### config.mk
export PLATFORM = sky130hd
export DESIGN_NAME = iasic_top
export DESIGN_NICKNAME = d
export VERILOG_FILES = /design/src/hw/iasic_pkg.sv /design/src/hw/iasic_sched_if.sv /design/src/hw/iasic_top.sv /design/src/hw/iasic_sched_timer.sv
export SDC_FILE = /design/constraint.sdc
export NUM_CORES = 1
export LEC_CHECK = 0
export BUFFER_PORTS_ARGS = -buffer_cell sky130_fd_sc_hd__buf_2
export CAP_MARGIN = 20
export CELL_PAD_IN_SITES_DETAIL_PLACEMENT = 1
export CELL_PAD_IN_SITES_GLOBAL_PLACEMENT = 1
export CORE_MARGIN = 2
export CORE_UTILIZATION = 31
export CTS_BUF_LIST = sky130_fd_sc_hd__clkbuf_8
export CTS_CLUSTER_DIAMETER = 150
export CTS_CLUSTER_SIZE = 28
export DETAILED_ROUTE_END_ITERATION = 8
export GPL_TIMING_DRIVEN = 0
export PLACE_DENSITY = 0.67
export SYNTH_ARGS = -nofsm -noshare
export SYNTH_HDL_FRONTEND = slang
export SYNTH_SLANG_ARGS = --single-unit
### constraint.sdc
create_clock -name clk -period 17.65 [get_ports clk]
set_input_delay 3.53 -clock clk [delete_from_list [all_inputs] [get_ports clk]]
set_output_delay 3.53 -clock clk [all_outputs]
set_load 0.01 [all_outputs]
### src/hw/iasic_pkg.sv
package iasic_pkg;

    // ------------------------------------------------------------
    // Register byte offsets
    // ------------------------------------------------------------
    localparam logic [7:0] ADDR_CMD_CTRL  = 8'h00;
    localparam logic [7:0] ADDR_CMD_DATA  = 8'h04;
    localparam logic [7:0] ADDR_RESULT    = 8'h08;
    localparam logic [7:0] ADDR_TB_CFG    = 8'h0c;
    localparam logic [7:0] ADDR_SVC       = 8'h10;
    localparam logic [7:0] ADDR_IRQ_STAT  = 8'h14;
    localparam logic [7:0] ADDR_IRQ_MASK  = 8'h18;
    localparam logic [7:0] ADDR_PENDING   = 8'h1c;

    // ------------------------------------------------------------
    // Command codes and unit selectors (BCD digits)
    // ------------------------------------------------------------
    localparam logic [11:0] CODE_MASK     = 12'h000;
    localparam logic [11:0] CODE_CLEAR    = 12'h001;
    localparam logic [11:0] CODE_READ     = 12'h002;
    localparam logic [11:0] CODE_MASK_ALL = 12'h100;
    localparam logic [11:0] CODE_UNMASK   = 12'h200;
    localparam logic [11:0] SEL_UNIT0     = 12'h000;
    localparam logic [11:0] SEL_UNIT1     = 12'h001;
    localparam logic [11:0] SEL_TIMER     = 12'h004;

    // ------------------------------------------------------------
    // Field positions, reset values, vectors
    // ------------------------------------------------------------
    localparam int          CTRL_SEL_LSB   = 16;
    localparam int          RESULT_FAULT   = 16;
    localparam int          SVC_BUSY_BIT   = 8;
    localparam int          STAT_DISPATCH  = 0;
    localparam int          STAT_FAULT     = 1;
    localparam int          STAT_TICK      = 2;
    localparam int          PEND_SCHED     = 16;
    localparam int          PEND_GMASK     = 17;
    localparam logic [15:0] MASK_RESET     = 16'hffff;
    localparam logic [7:0]  VEC_SCHED      = 8'h63;
    localparam logic [16:0] UNIT_10MS_MULT = 17'h0000a;

    // ------------------------------------------------------------
    // Timing
    // ------------------------------------------------------------
    localparam int CLK_PERIOD_NS = 10;
    localparam int MS_NS         = 1000000;
    localparam int CYC_PER_MS    = MS_NS / CLK_PERIOD_NS;

    function automatic logic bcd_ok(input logic [15:0] v);
        bcd_ok = (v[3:0] < 4'ha) && (v[7:4] < 4'ha) && (v[11:8] < 4'ha)
                 && (v[15:12] < 4'ha);
    endfunction

    function automatic logic [13:0] bcd2bin(input logic [15:0] v);
        bcd2bin = 14'(v[15:12]) * 14'd1000 + 14'(v[11:8]) * 14'd100
                  + 14'(v[7:4]) * 14'd10 + 14'(v[3:0]);
    endfunction

endpackage

### src/hw/iasic_sched_if.sv
`timescale 1ns/10ps
interface iasic_sched_if;
    logic        ms_pulse;
    logic        unit_10ms;
    logic        ld_interval;
    logic        ld_first;
    logic [13:0] value_bin;
    logic        tick;

    modport ctl (output ms_pulse, unit_10ms, ld_interval, ld_first, value_bin, input tick);
    modport tmr (input ms_pulse, unit_10ms, ld_interval, ld_first, value_bin, output tick);
endinterface

### src/hw/iasic_top.sv
`timescale 1ns/10ps
module iasic_top
    import iasic_pkg::*;
#(
    parameter int MS_CYCLES = CYC_PER_MS
) (
    input  wire logic        clk,
    input  wire logic        rst_b,
    input  wire logic [7:0]  irq_in_u0,
    input  wire logic [7:0]  irq_in_u1,
    output logic             svc_start,
    output logic [7:0]       svc_vector,
    output logic             svc_busy,
    output logic             fault_indicator,
    output logic             irq,
    input  wire logic [7:0]  s_axi_awaddr,
    input  wire logic        s_axi_awvalid,
    output logic             s_axi_awready,
    input  wire logic [31:0] s_axi_wdata,
    input  wire logic [3:0]  s_axi_wstrb,
    input  wire logic        s_axi_wvalid,
    output logic             s_axi_wready,
    output logic [1:0]       s_axi_bresp,
    output logic             s_axi_bvalid,
    input  wire logic        s_axi_bready,
    input  wire logic [7:0]  s_axi_araddr,
    input  wire logic        s_axi_arvalid,
    output logic             s_axi_arready,
    output logic [31:0]      s_axi_rdata,
    output logic [1:0]       s_axi_rresp,
    output logic             s_axi_rvalid,
    input  wire logic        s_axi_rready
);

    // ------------------------------------------------------------
    // State
    // ------------------------------------------------------------
    logic [7:0]  aw_addr_reg;
    logic        aw_full_reg;
    logic [31:0] w_data_reg;
    logic        w_full_reg;
    logic        bvalid_reg;
    logic [1:0]  bresp_reg;
    logic        rvalid_reg;
    logic [31:0] rdata_reg;
    logic [1:0]  rresp_reg;
    logic [31:0] ctrl_reg;
    logic [16:0] result_reg;
    logic [1:0]  tb_cfg_reg;
    logic [15:0] interval_bcd_reg;
    logic [15:0] mask_reg;
    logic [15:0] pend_reg;
    logic        sched_pend_reg;
    logic        gmask_reg;
    logic        busy_reg;
    logic [7:0]  vector_reg;
    logic        start_reg;
    logic [2:0]  stat_reg;
    logic [2:0]  imask_reg;
    logic [15:0] sync1_reg;
    logic [15:0] sync2_reg;
    logic [15:0] prev_reg;
    logic [16:0] div_reg;

    iasic_sched_if sif ();

    iasic_sched_timer u_timer (
        .clk   (clk),
        .rst_b (rst_b),
        .sif   (sif)
    );

    // ------------------------------------------------------------
    // Bus decode
    // ------------------------------------------------------------
    wire        wr_go   = aw_full_reg && w_full_reg && !bvalid_reg;
    wire        rd_go   = s_axi_arvalid && !rvalid_reg;
    wire        wr_ctrl = wr_go && (aw_addr_reg == ADDR_CMD_CTRL);
    wire        exec    = wr_go && (aw_addr_reg == ADDR_CMD_DATA);
    wire        wr_cfg  = wr_go && (aw_addr_reg == ADDR_TB_CFG);
    wire        wr_svc  = wr_go && (aw_addr_reg == ADDR_SVC);
    wire        wr_stat = wr_go && (aw_addr_reg == ADDR_IRQ_STAT);
    wire        wr_imsk = wr_go && (aw_addr_reg == ADDR_IRQ_MASK);
    wire        wr_rdon = wr_go && ((aw_addr_reg == ADDR_RESULT)
                          || (aw_addr_reg == ADDR_PENDING));
    wire        wr_hit  = wr_ctrl || exec || wr_cfg || wr_svc || wr_stat || wr_imsk
                          || wr_rdon;
    wire        rd_hit  = (s_axi_araddr[7:5] == 3'h0) && (s_axi_araddr[1:0] == 2'h0);

    // ------------------------------------------------------------
    // Command decode
    // ------------------------------------------------------------
    wire [11:0] code    = ctrl_reg[11:0];
    wire [11:0] sel     = ctrl_reg[CTRL_SEL_LSB +: 12];
    wire [15:0] cdata   = w_data_reg[15:0];
    wire        c_mask  = code == CODE_MASK;
    wire        c_clr   = code == CODE_CLEAR;
    wire        c_read  = code == CODE_READ;
    wire        c_glob  = (code == CODE_MASK_ALL) || (code == CODE_UNMASK);
    wire        s_unit  = (sel == SEL_UNIT0) || (sel == SEL_UNIT1);
    wire        s_tmr   = sel == SEL_TIMER;
    wire        unit1   = sel == SEL_UNIT1;
    wire        d_bcd   = bcd_ok(cdata);
    wire        bad     = !(c_glob || ((c_mask || c_clr || c_read) && (s_unit || s_tmr)))
                          || (!c_glob && s_unit && (c_mask || c_clr) && cdata[15:8] != 8'h00)
                          || (!c_glob && s_tmr && c_mask && (!d_bcd || cdata == 16'h0000))
                          || (!c_glob && s_tmr && c_clr && !d_bcd);
    wire        ok      = exec && !bad;
    wire        do_mask = ok && s_unit && c_mask;
    wire        do_clr  = ok && s_unit && c_clr;
    wire        do_rdm  = ok && s_unit && c_read;
    wire        do_ivl  = ok && s_tmr && c_mask;
    wire        do_fst  = ok && s_tmr && c_clr;
    wire        do_rdi  = ok && s_tmr && c_read;
    wire [15:0] clr_vec = do_clr ? (unit1 ? {cdata[7:0], 8'h00} : {8'h00, cdata[7:0]})
                                 : 16'h0000;
    wire [7:0]  unit_mask = unit1 ? mask_reg[15:8] : mask_reg[7:0];

    // ------------------------------------------------------------
    // Input events and dispatch
    // ------------------------------------------------------------
    wire [15:0] edge_in  = sync2_reg & ~prev_reg;
    wire [15:0] eligible = pend_reg & ~mask_reg;
    wire        any_in   = |eligible;
    wire        can_go   = !busy_reg && !gmask_reg;
    wire        disp     = can_go && (any_in || sched_pend_reg);
    wire [15:0] win      = eligible & (~eligible + 16'h0001);
    wire [15:0] svc_clr  = (disp && any_in) ? win : 16'h0000;
    wire        sched_go = disp && !any_in;
    wire [16:0] half_ms  = 17'(MS_CYCLES - 1);

    function automatic logic [7:0] onehot_idx(input logic [15:0] v);
        onehot_idx = 8'h00;
        for (int i = 0; i < 16; i++) begin
            if (v[i]) begin
                onehot_idx = 8'(i);
            end
        end
    endfunction

    assign sif.ms_pulse    = div_reg == half_ms;
    // 10 ms unless enabled and 1 ms
    assign sif.unit_10ms   = !(tb_cfg_reg[0] && tb_cfg_reg[1]);
    assign sif.ld_interval = do_ivl;
    assign sif.ld_first    = do_fst;
    assign sif.value_bin   = bcd2bin(cdata);

    // ------------------------------------------------------------
    // Bus handshake, service and interrupt outputs
    // ------------------------------------------------------------
    assign s_axi_awready   = !aw_full_reg;
    assign s_axi_wready    = !w_full_reg;
    assign s_axi_bvalid    = bvalid_reg;
    assign s_axi_bresp     = bresp_reg;
    assign s_axi_arready   = !rvalid_reg;
    assign s_axi_rvalid    = rvalid_reg;
    assign s_axi_rdata     = rdata_reg;
    assign s_axi_rresp     = rresp_reg;
    assign svc_start       = start_reg;
    assign svc_vector      = vector_reg;
    assign svc_busy        = busy_reg;
    assign fault_indicator = result_reg[RESULT_FAULT];
    assign irq             = |(stat_reg & imask_reg);

    // ------------------------------------------------------------
    // Write channel and response
    // ------------------------------------------------------------
    always_ff @(posedge clk) begin
        if (!rst_b) begin
            aw_addr_reg <= 8'h00;
            aw_full_reg <= 1'b0;
            w_data_reg  <= 32'h00000000;
            w_full_reg  <= 1'b0;
            bvalid_reg  <= 1'b0;
            bresp_reg   <= 2'h0;
        end else begin
            if (s_axi_awvalid && !aw_full_reg) begin
                aw_addr_reg <= s_axi_awaddr;
                aw_full_reg <= 1'b1;
            end
            if (s_axi_wvalid && !w_full_reg) begin
                w_data_reg <= s_axi_wdata;
                w_full_reg <= 1'b1;
            end
            if (wr_go) begin
                aw_full_reg <= 1'b0;
                w_full_reg  <= 1'b0;
                bvalid_reg  <= 1'b1;
                bresp_reg   <= wr_hit ? 2'h0 : 2'h2;
            end else if (bvalid_reg && s_axi_bready) begin
                bvalid_reg <= 1'b0;
            end
        end
    end

    // Strobes ignored: every register is written as a whole word
    always_ff @(posedge clk) begin
        if (!rst_b) begin
            rvalid_reg <= 1'b0;
            rdata_reg  <= 32'h00000000;
            rresp_reg  <= 2'h0;
        end else if (rd_go) begin
            rvalid_reg <= 1'b1;
            rresp_reg  <= rd_hit ? 2'h0 : 2'h2;
            if (s_axi_araddr == ADDR_CMD_CTRL) begin
                rdata_reg <= ctrl_reg;
            end else if (s_axi_araddr == ADDR_RESULT) begin
                rdata_reg <= {15'h0000, result_reg};
            end else if (s_axi_araddr == ADDR_TB_CFG) begin
                rdata_reg <= {30'h00000000, tb_cfg_reg};
            end else if (s_axi_araddr == ADDR_SVC) begin
                rdata_reg <= {23'h000000, busy_reg, vector_reg};
            end else if (s_axi_araddr == ADDR_IRQ_STAT) begin
                rdata_reg <= {29'h00000000, stat_reg};
            end else if (s_axi_araddr == ADDR_IRQ_MASK) begin
                rdata_reg <= {29'h00000000, imask_reg};
            end else if (s_axi_araddr == ADDR_PENDING) begin
                rdata_reg <= {14'h0000, gmask_reg, sched_pend_reg, pend_reg};
            end else begin
                rdata_reg <= 32'h00000000;
            end
        end else if (rvalid_reg && s_axi_rready) begin
            rvalid_reg <= 1'b0;
        end
    end

    // ------------------------------------------------------------
    // Command registers
    // ------------------------------------------------------------
    always_ff @(posedge clk) begin
        if (!rst_b) begin
            ctrl_reg         <= 32'h00000000;
            tb_cfg_reg       <= 2'h0;
            imask_reg        <= 3'h0;
            result_reg       <= 17'h00000;
            interval_bcd_reg <= 16'h0000;
            mask_reg         <= MASK_RESET;
            gmask_reg        <= 1'b0;
        end else begin
            if (wr_ctrl) ctrl_reg <= w_data_reg;
            if (wr_cfg) tb_cfg_reg <= w_data_reg[1:0];
            if (wr_imsk) imask_reg <= w_data_reg[2:0];
            if (exec) result_reg[RESULT_FAULT] <= bad;
            if (do_rdm) result_reg[15:0] <= {8'h00, unit_mask};
            if (do_rdi) result_reg[15:0] <= interval_bcd_reg;
            if (do_ivl) interval_bcd_reg <= cdata;
            if (do_mask && unit1) mask_reg[15:8] <= cdata[7:0];
            if (do_mask && !unit1) mask_reg[7:0] <= cdata[7:0];
            if (ok && c_glob) gmask_reg <= (code == CODE_MASK_ALL);
        end
    end

    // ------------------------------------------------------------
    // Pending latches and service
    // ------------------------------------------------------------
    always_ff @(posedge clk) begin
        if (!rst_b) begin
            sync1_reg      <= 16'h0000;
            sync2_reg      <= 16'h0000;
            prev_reg       <= 16'h0000;
            pend_reg       <= 16'h0000;
            sched_pend_reg <= 1'b0;
            busy_reg       <= 1'b0;
            start_reg      <= 1'b0;
            vector_reg     <= 8'h00;
            stat_reg       <= 3'h0;
            div_reg        <= 17'h00000;
        end else begin
            sync1_reg <= {irq_in_u1, irq_in_u0};
            sync2_reg <= sync1_reg;
            prev_reg  <= sync2_reg;
            div_reg   <= sif.ms_pulse ? 17'h00000 : div_reg + 17'h00001;
            pend_reg  <= (pend_reg & ~clr_vec & ~svc_clr) | edge_in;
            sched_pend_reg <= (sched_pend_reg && !sched_go) || sif.tick;
            start_reg <= disp;
            if (disp) begin
                busy_reg   <= 1'b1;
                vector_reg <= any_in ? onehot_idx(win) : VEC_SCHED;
            end else if (wr_svc) begin
                busy_reg <= 1'b0;
            end
            // Hardware set wins over software clear
            stat_reg <= (stat_reg & ~(wr_stat ? w_data_reg[2:0] : 3'h0))
                        | {sif.tick, exec && bad, disp};
        end
    end

    // ------------------------------------------------------------
    // Checks
    // ------------------------------------------------------------
    masked_reset_a: assert property (@(posedge clk)
        $rose(rst_b) |-> mask_reg == MASK_RESET)
        else $error("inputs not all masked after reset");

    mask_write_a: assert property (@(posedge clk) disable iff (!rst_b)
        (do_mask && !unit1) |=> mask_reg[7:0] == $past(cdata[7:0]))
        else $error("mask write did not load unit 0 mask");

    read_mask_a: assert property (@(posedge clk) disable iff (!rst_b)
        do_rdm |=> result_reg[7:0] == $past(unit_mask))
        else $error("read mask returned wrong bits");

    fault_flag_a: assert property (@(posedge clk) disable iff (!rst_b)
        (exec && bad) |=> fault_indicator && $stable(mask_reg) && $stable(gmask_reg))
        else $error("bad command not faulted or acted");

    global_hold_a: assert property (@(posedge clk) disable iff (!rst_b)
        (gmask_reg && clr_vec == 16'h0000)
        |=> !start_reg && ((pend_reg & $past(pend_reg)) == $past(pend_reg)))
        else $error("latched request lost or served while globally masked");

    no_preempt_a: assert property (@(posedge clk) disable iff (!rst_b)
        (busy_reg && !wr_svc) |=> busy_reg && !start_reg)
        else $error("running routine was preempted");

    clear_pend_a: assert property (@(posedge clk) disable iff (!rst_b)
        (do_clr && !unit1) |=> (pend_reg[7:0] & $past(cdata[7:0] & ~edge_in[7:0])) == 8'h00)
        else $error("clear left request latched");

    immediate_svc_a: assert property (@(posedge clk) disable iff (!rst_b)
        (can_go && eligible != 16'h0000) |=> start_reg && vector_reg[7:4] == 4'h0)
        else $error("unmasked input request not dispatched next cycle");

endmodule

### src/hw/iasic_sched_timer.sv
`timescale 1ns/10ps
module iasic_sched_timer
    import iasic_pkg::*;
(
    input  wire logic clk,
    input  wire logic rst_b,
    iasic_sched_if.tmr sif
);

    logic [16:0] interval_reg;
    logic [16:0] remain_reg;
    logic        tick_reg;
    wire  [16:0] scaled;
    wire         expire;

    // ------------------------------------------------------------
    // Scaling by time unit
    // ------------------------------------------------------------
    // value times unit
    assign scaled = sif.unit_10ms ? 17'(17'(sif.value_bin) * UNIT_10MS_MULT)
                                  : 17'(sif.value_bin);
    assign expire = sif.ms_pulse && (interval_reg != 17'h00000) && (remain_reg <= 17'h00001);
    assign sif.tick = tick_reg;

    // ------------------------------------------------------------
    // Countdown
    // ------------------------------------------------------------
    always_ff @(posedge clk) begin
        if (!rst_b) begin
            interval_reg <= 17'h00000;
            remain_reg   <= 17'h00000;
            tick_reg     <= 1'b0;
        end else begin
            tick_reg <= expire;
            if (sif.ld_interval) begin
                interval_reg <= scaled;
                remain_reg   <= scaled;
            end else if (sif.ld_first) begin
                remain_reg <= scaled;
            end else if (expire) begin
                remain_reg <= interval_reg;
            end else if (sif.ms_pulse && remain_reg != 17'h00000) begin
                remain_reg <= remain_reg - 17'h00001;
            end
        end
    end

    idle_no_tick_a: assert property (@(posedge clk) disable iff (!rst_b)
        (interval_reg == 17'h00000) |=> !tick_reg)
        else $error("scheduled tick while interval is zero");

endmodule

==> out/qor.txt <==
sw power: 460 uW
RSZ-0062 raised after global routing: false
leakage dissipation: 0.00629 uW
maxcap violations: 0
clk slew on worst S/H paths: 180 ps
first-pass GRT wire length: 76,100 um
Setup TNS: 0 ps
die height: 219 um
CP endpoint kind: flop
clock network fraction of design power: 21.6%
Final Max Slew Viols: 0
Die ar.: 48,100 um2
ys flop type: dfxtp_1
Top Ports: 128
Pre-antenna DRT Iters: 5
CTS max path bufs: 3
# H-tree levels: 1
Sequential Power Share: 50.9%
Register Area: 5850 um2
register-to-register setup slack: 10,730 ps
postcts setup bufs: 0
worst-skew pair later-pin latency: 570 ps
share of layout cells above drive strength 1: 9.30%
internal power: 902 uW
final core occ: 35.0%
post-synthesis mux area share: 2.86%
largest family of logic cells by synthesized area: simple AND/OR/NAND/NOR gates
switching share of power: 33.8%
Core ar.: 45,600 um2
Post-DP HPWL: 38,300 um
multi-input combinational cell area: 7850 um2
PortBufs: 117
Post-Synth Simple-Gate Area: 21.0%
post-synth cell types: 76
Synth Area in XOR/XNOR: 3.41%
Critical Path RT: 18,110 ps
pwr dens: 85.3 nW/um2
fin crit period: 6920 ps
run status: finished, final reports clean
CTS Sinks: 292
GP Congestion: 0.903
largest net degree at the start of global routing: 29
vias in the first global route: 13.2k
measured slew at the worst slew-check pin: 1120 ps
FILL cells: 5,433
Layout area overhead: 11.1%
Peak Freq: 0.144 GHz
Root Driver: clkbuf_8
CTS tree: yes
Post-CTS Hold Buffers: 0
Global Route Usage Sum: 20.2%
Routed wire per std cell: 20.1 um
commonest non-fill, non-tap cell in the layout: nand2_1
Via density: 5.23
Rows: 78
Final Hold Vio Count: 0
Hold Slack: 422 ps
final net count: 1,999
initial antenna violation count: 1
Max stage delay cell, worst path: fa_1
Mapped Cells: 1,689
Hold Crit Class: reg -> reg
Syn Area/Cell: 8.51 um2
Post-Route WL: 48,800 um
Vias: 12.7k
final setup skew: 45.7 ps
Post-synth EDFFs: 0
mapped cell area: 14,400 um2
CP Data Arrival Time: 7390 ps
Adder-Cell Fraction of Synth Area: 9.45%
global route overflow: 0
most frequent cells in the layout: nand2_1 (317), dfxtp_1 (292), a21oi_1 (179)
slew margin rel.: 24.3%
Seq/Total Area, Yosys: 40.7%
Iter 0 DRT Violations: 695
Peak VDD IR: 0.0478 mV
yosys warns: 0
PostCTS Resize Cnt: 0
class of the most critical setup path: reg -> reg
CTS Buf Count: 14
die width: 219 um
Post-synth ARST share: 0%
Initial Utilization: 31.5%
CP startpoint kind: flop
share of power burned in combinational logic: 27.5%
most numerous cell on the critical path: ha_1
Compound-Gate Fraction of Synth Area: 17.8%
Max stage delay on crit path: 660 ps
number of remaining DRC errors: 0
post-synthesis register bit count: 292
fin crit share: 39.2%
Detail Route Antenna Nets: 0
final setup fails: 0
Crit Path Max Fanout: 9
## through the flow
step,cell area [um2],setup slack [ps],total power (uW),instances
4_1_cts,16000,10640,1370,2427
3_3_place_gp,15700,10850,1070,2409
6_report,16000,10730,1360,2428
5_1_grt,16000,10180,1440,2427
2_1_floorplan,14400,11650,969,1692
3_5_place_dp,15700,10660,1080,2411
## layout make-up
class / instances / area share (%)
Timing Repair Buffer: 119 / 3.77
Multi-Input combinational cell: 1227 / 49.2
Clock buffer: 15 / 1.29
Inverter: 74 / 1.74
Buffer: 99 / 2.58
Sequential cell: 292 / 36.6
Antenna cell: 1 / 0.0157
Clock inverter: 1 / 0.102
Tap cell: 600 / 4.70
## logic make-up after synthesis
group | count (synthesis)
muxes | 39
other | 1
adders and majority gates | 98
xor gates and xnor gates | 56
DFF | 292
buffers and inverters | 173
AOI/OAI and AO/OA | 386
and+or+nand+nor | 644
## final timing paths
check | startpoint | endpoint | cells past startpoint
min | prev_reg[5] | pend_reg[5] | 1
max reg2reg | w_data_reg[13] | u_timer.remain_reg[16] | 25
min reg2reg | prev_reg[5] | pend_reg[5] | 1
max | w_data_reg[13] | u_timer.remain_reg[16] | 25
## critical path: cells and delay by family (launching register included)
kind	cells	cell delay, ps
DFF	1	490
AOI/OAI and AO/OA	6	1020
xor gates and xnor gates	3	890
and+or+nand+nor	4	720
adders and majority gates	9	3470
buffers and inverters	3	240
## cell usage after synthesis, drive strengths merged (18+ instances only)
| master | number | share of area, % |
|---|---|---|
| dfxtp | 292 | 41 |
| a21oi | 179 | 6.2 |
| xor2 | 23 | 1.4 |
| nand2 | 317 | 8.3 |
| nor2b | 21 | 0.91 |
| mux2i | 31 | 2.2 |
| inv | 74 | 1.9 |
| nand3 | 46 | 1.6 |
| ha | 79 | 6.9 |
| nor2 | 93 | 2.4 |
| o21ai | 47 | 1.6 |
| nor3 | 24 | 0.84 |
| clkbuf | 79 | 2.1 |
| fa | 18 | 2.5 |
| a211oi | 23 | 1.2 |
| xnor2 | 33 | 2.0 |
| nand2b | 21 | 0.91 |
| buf | 20 | 0.80 |
| and2 | 40 | 1.7 |
## metal layers
| layer | up-vias | track usage, % | share of wire, % |
|---|---|---|---|
| met5 | - | 0 | 0 |
| met4 | 0 | 4.46 | 2.2 |
| met3 | 66 | 2.54 | 3.8 |
| met2 | 238 | 34.8 | 47 |
| met1 | 6247 | 26.9 | 47 |
| li1 | 6151 | - | - |
## power by group through the flow
stage	Sequential, uW	Clock, uW	Combinational, uW
3_5_place_dp	707	0	372
3_3_place_gp	707	0	360
4_1_cts	694	302	376
5_1_grt	696	321	422
2_1_floorplan	702	0	268
6_report	694	294	374
Power figures use the tool's default switching activity.
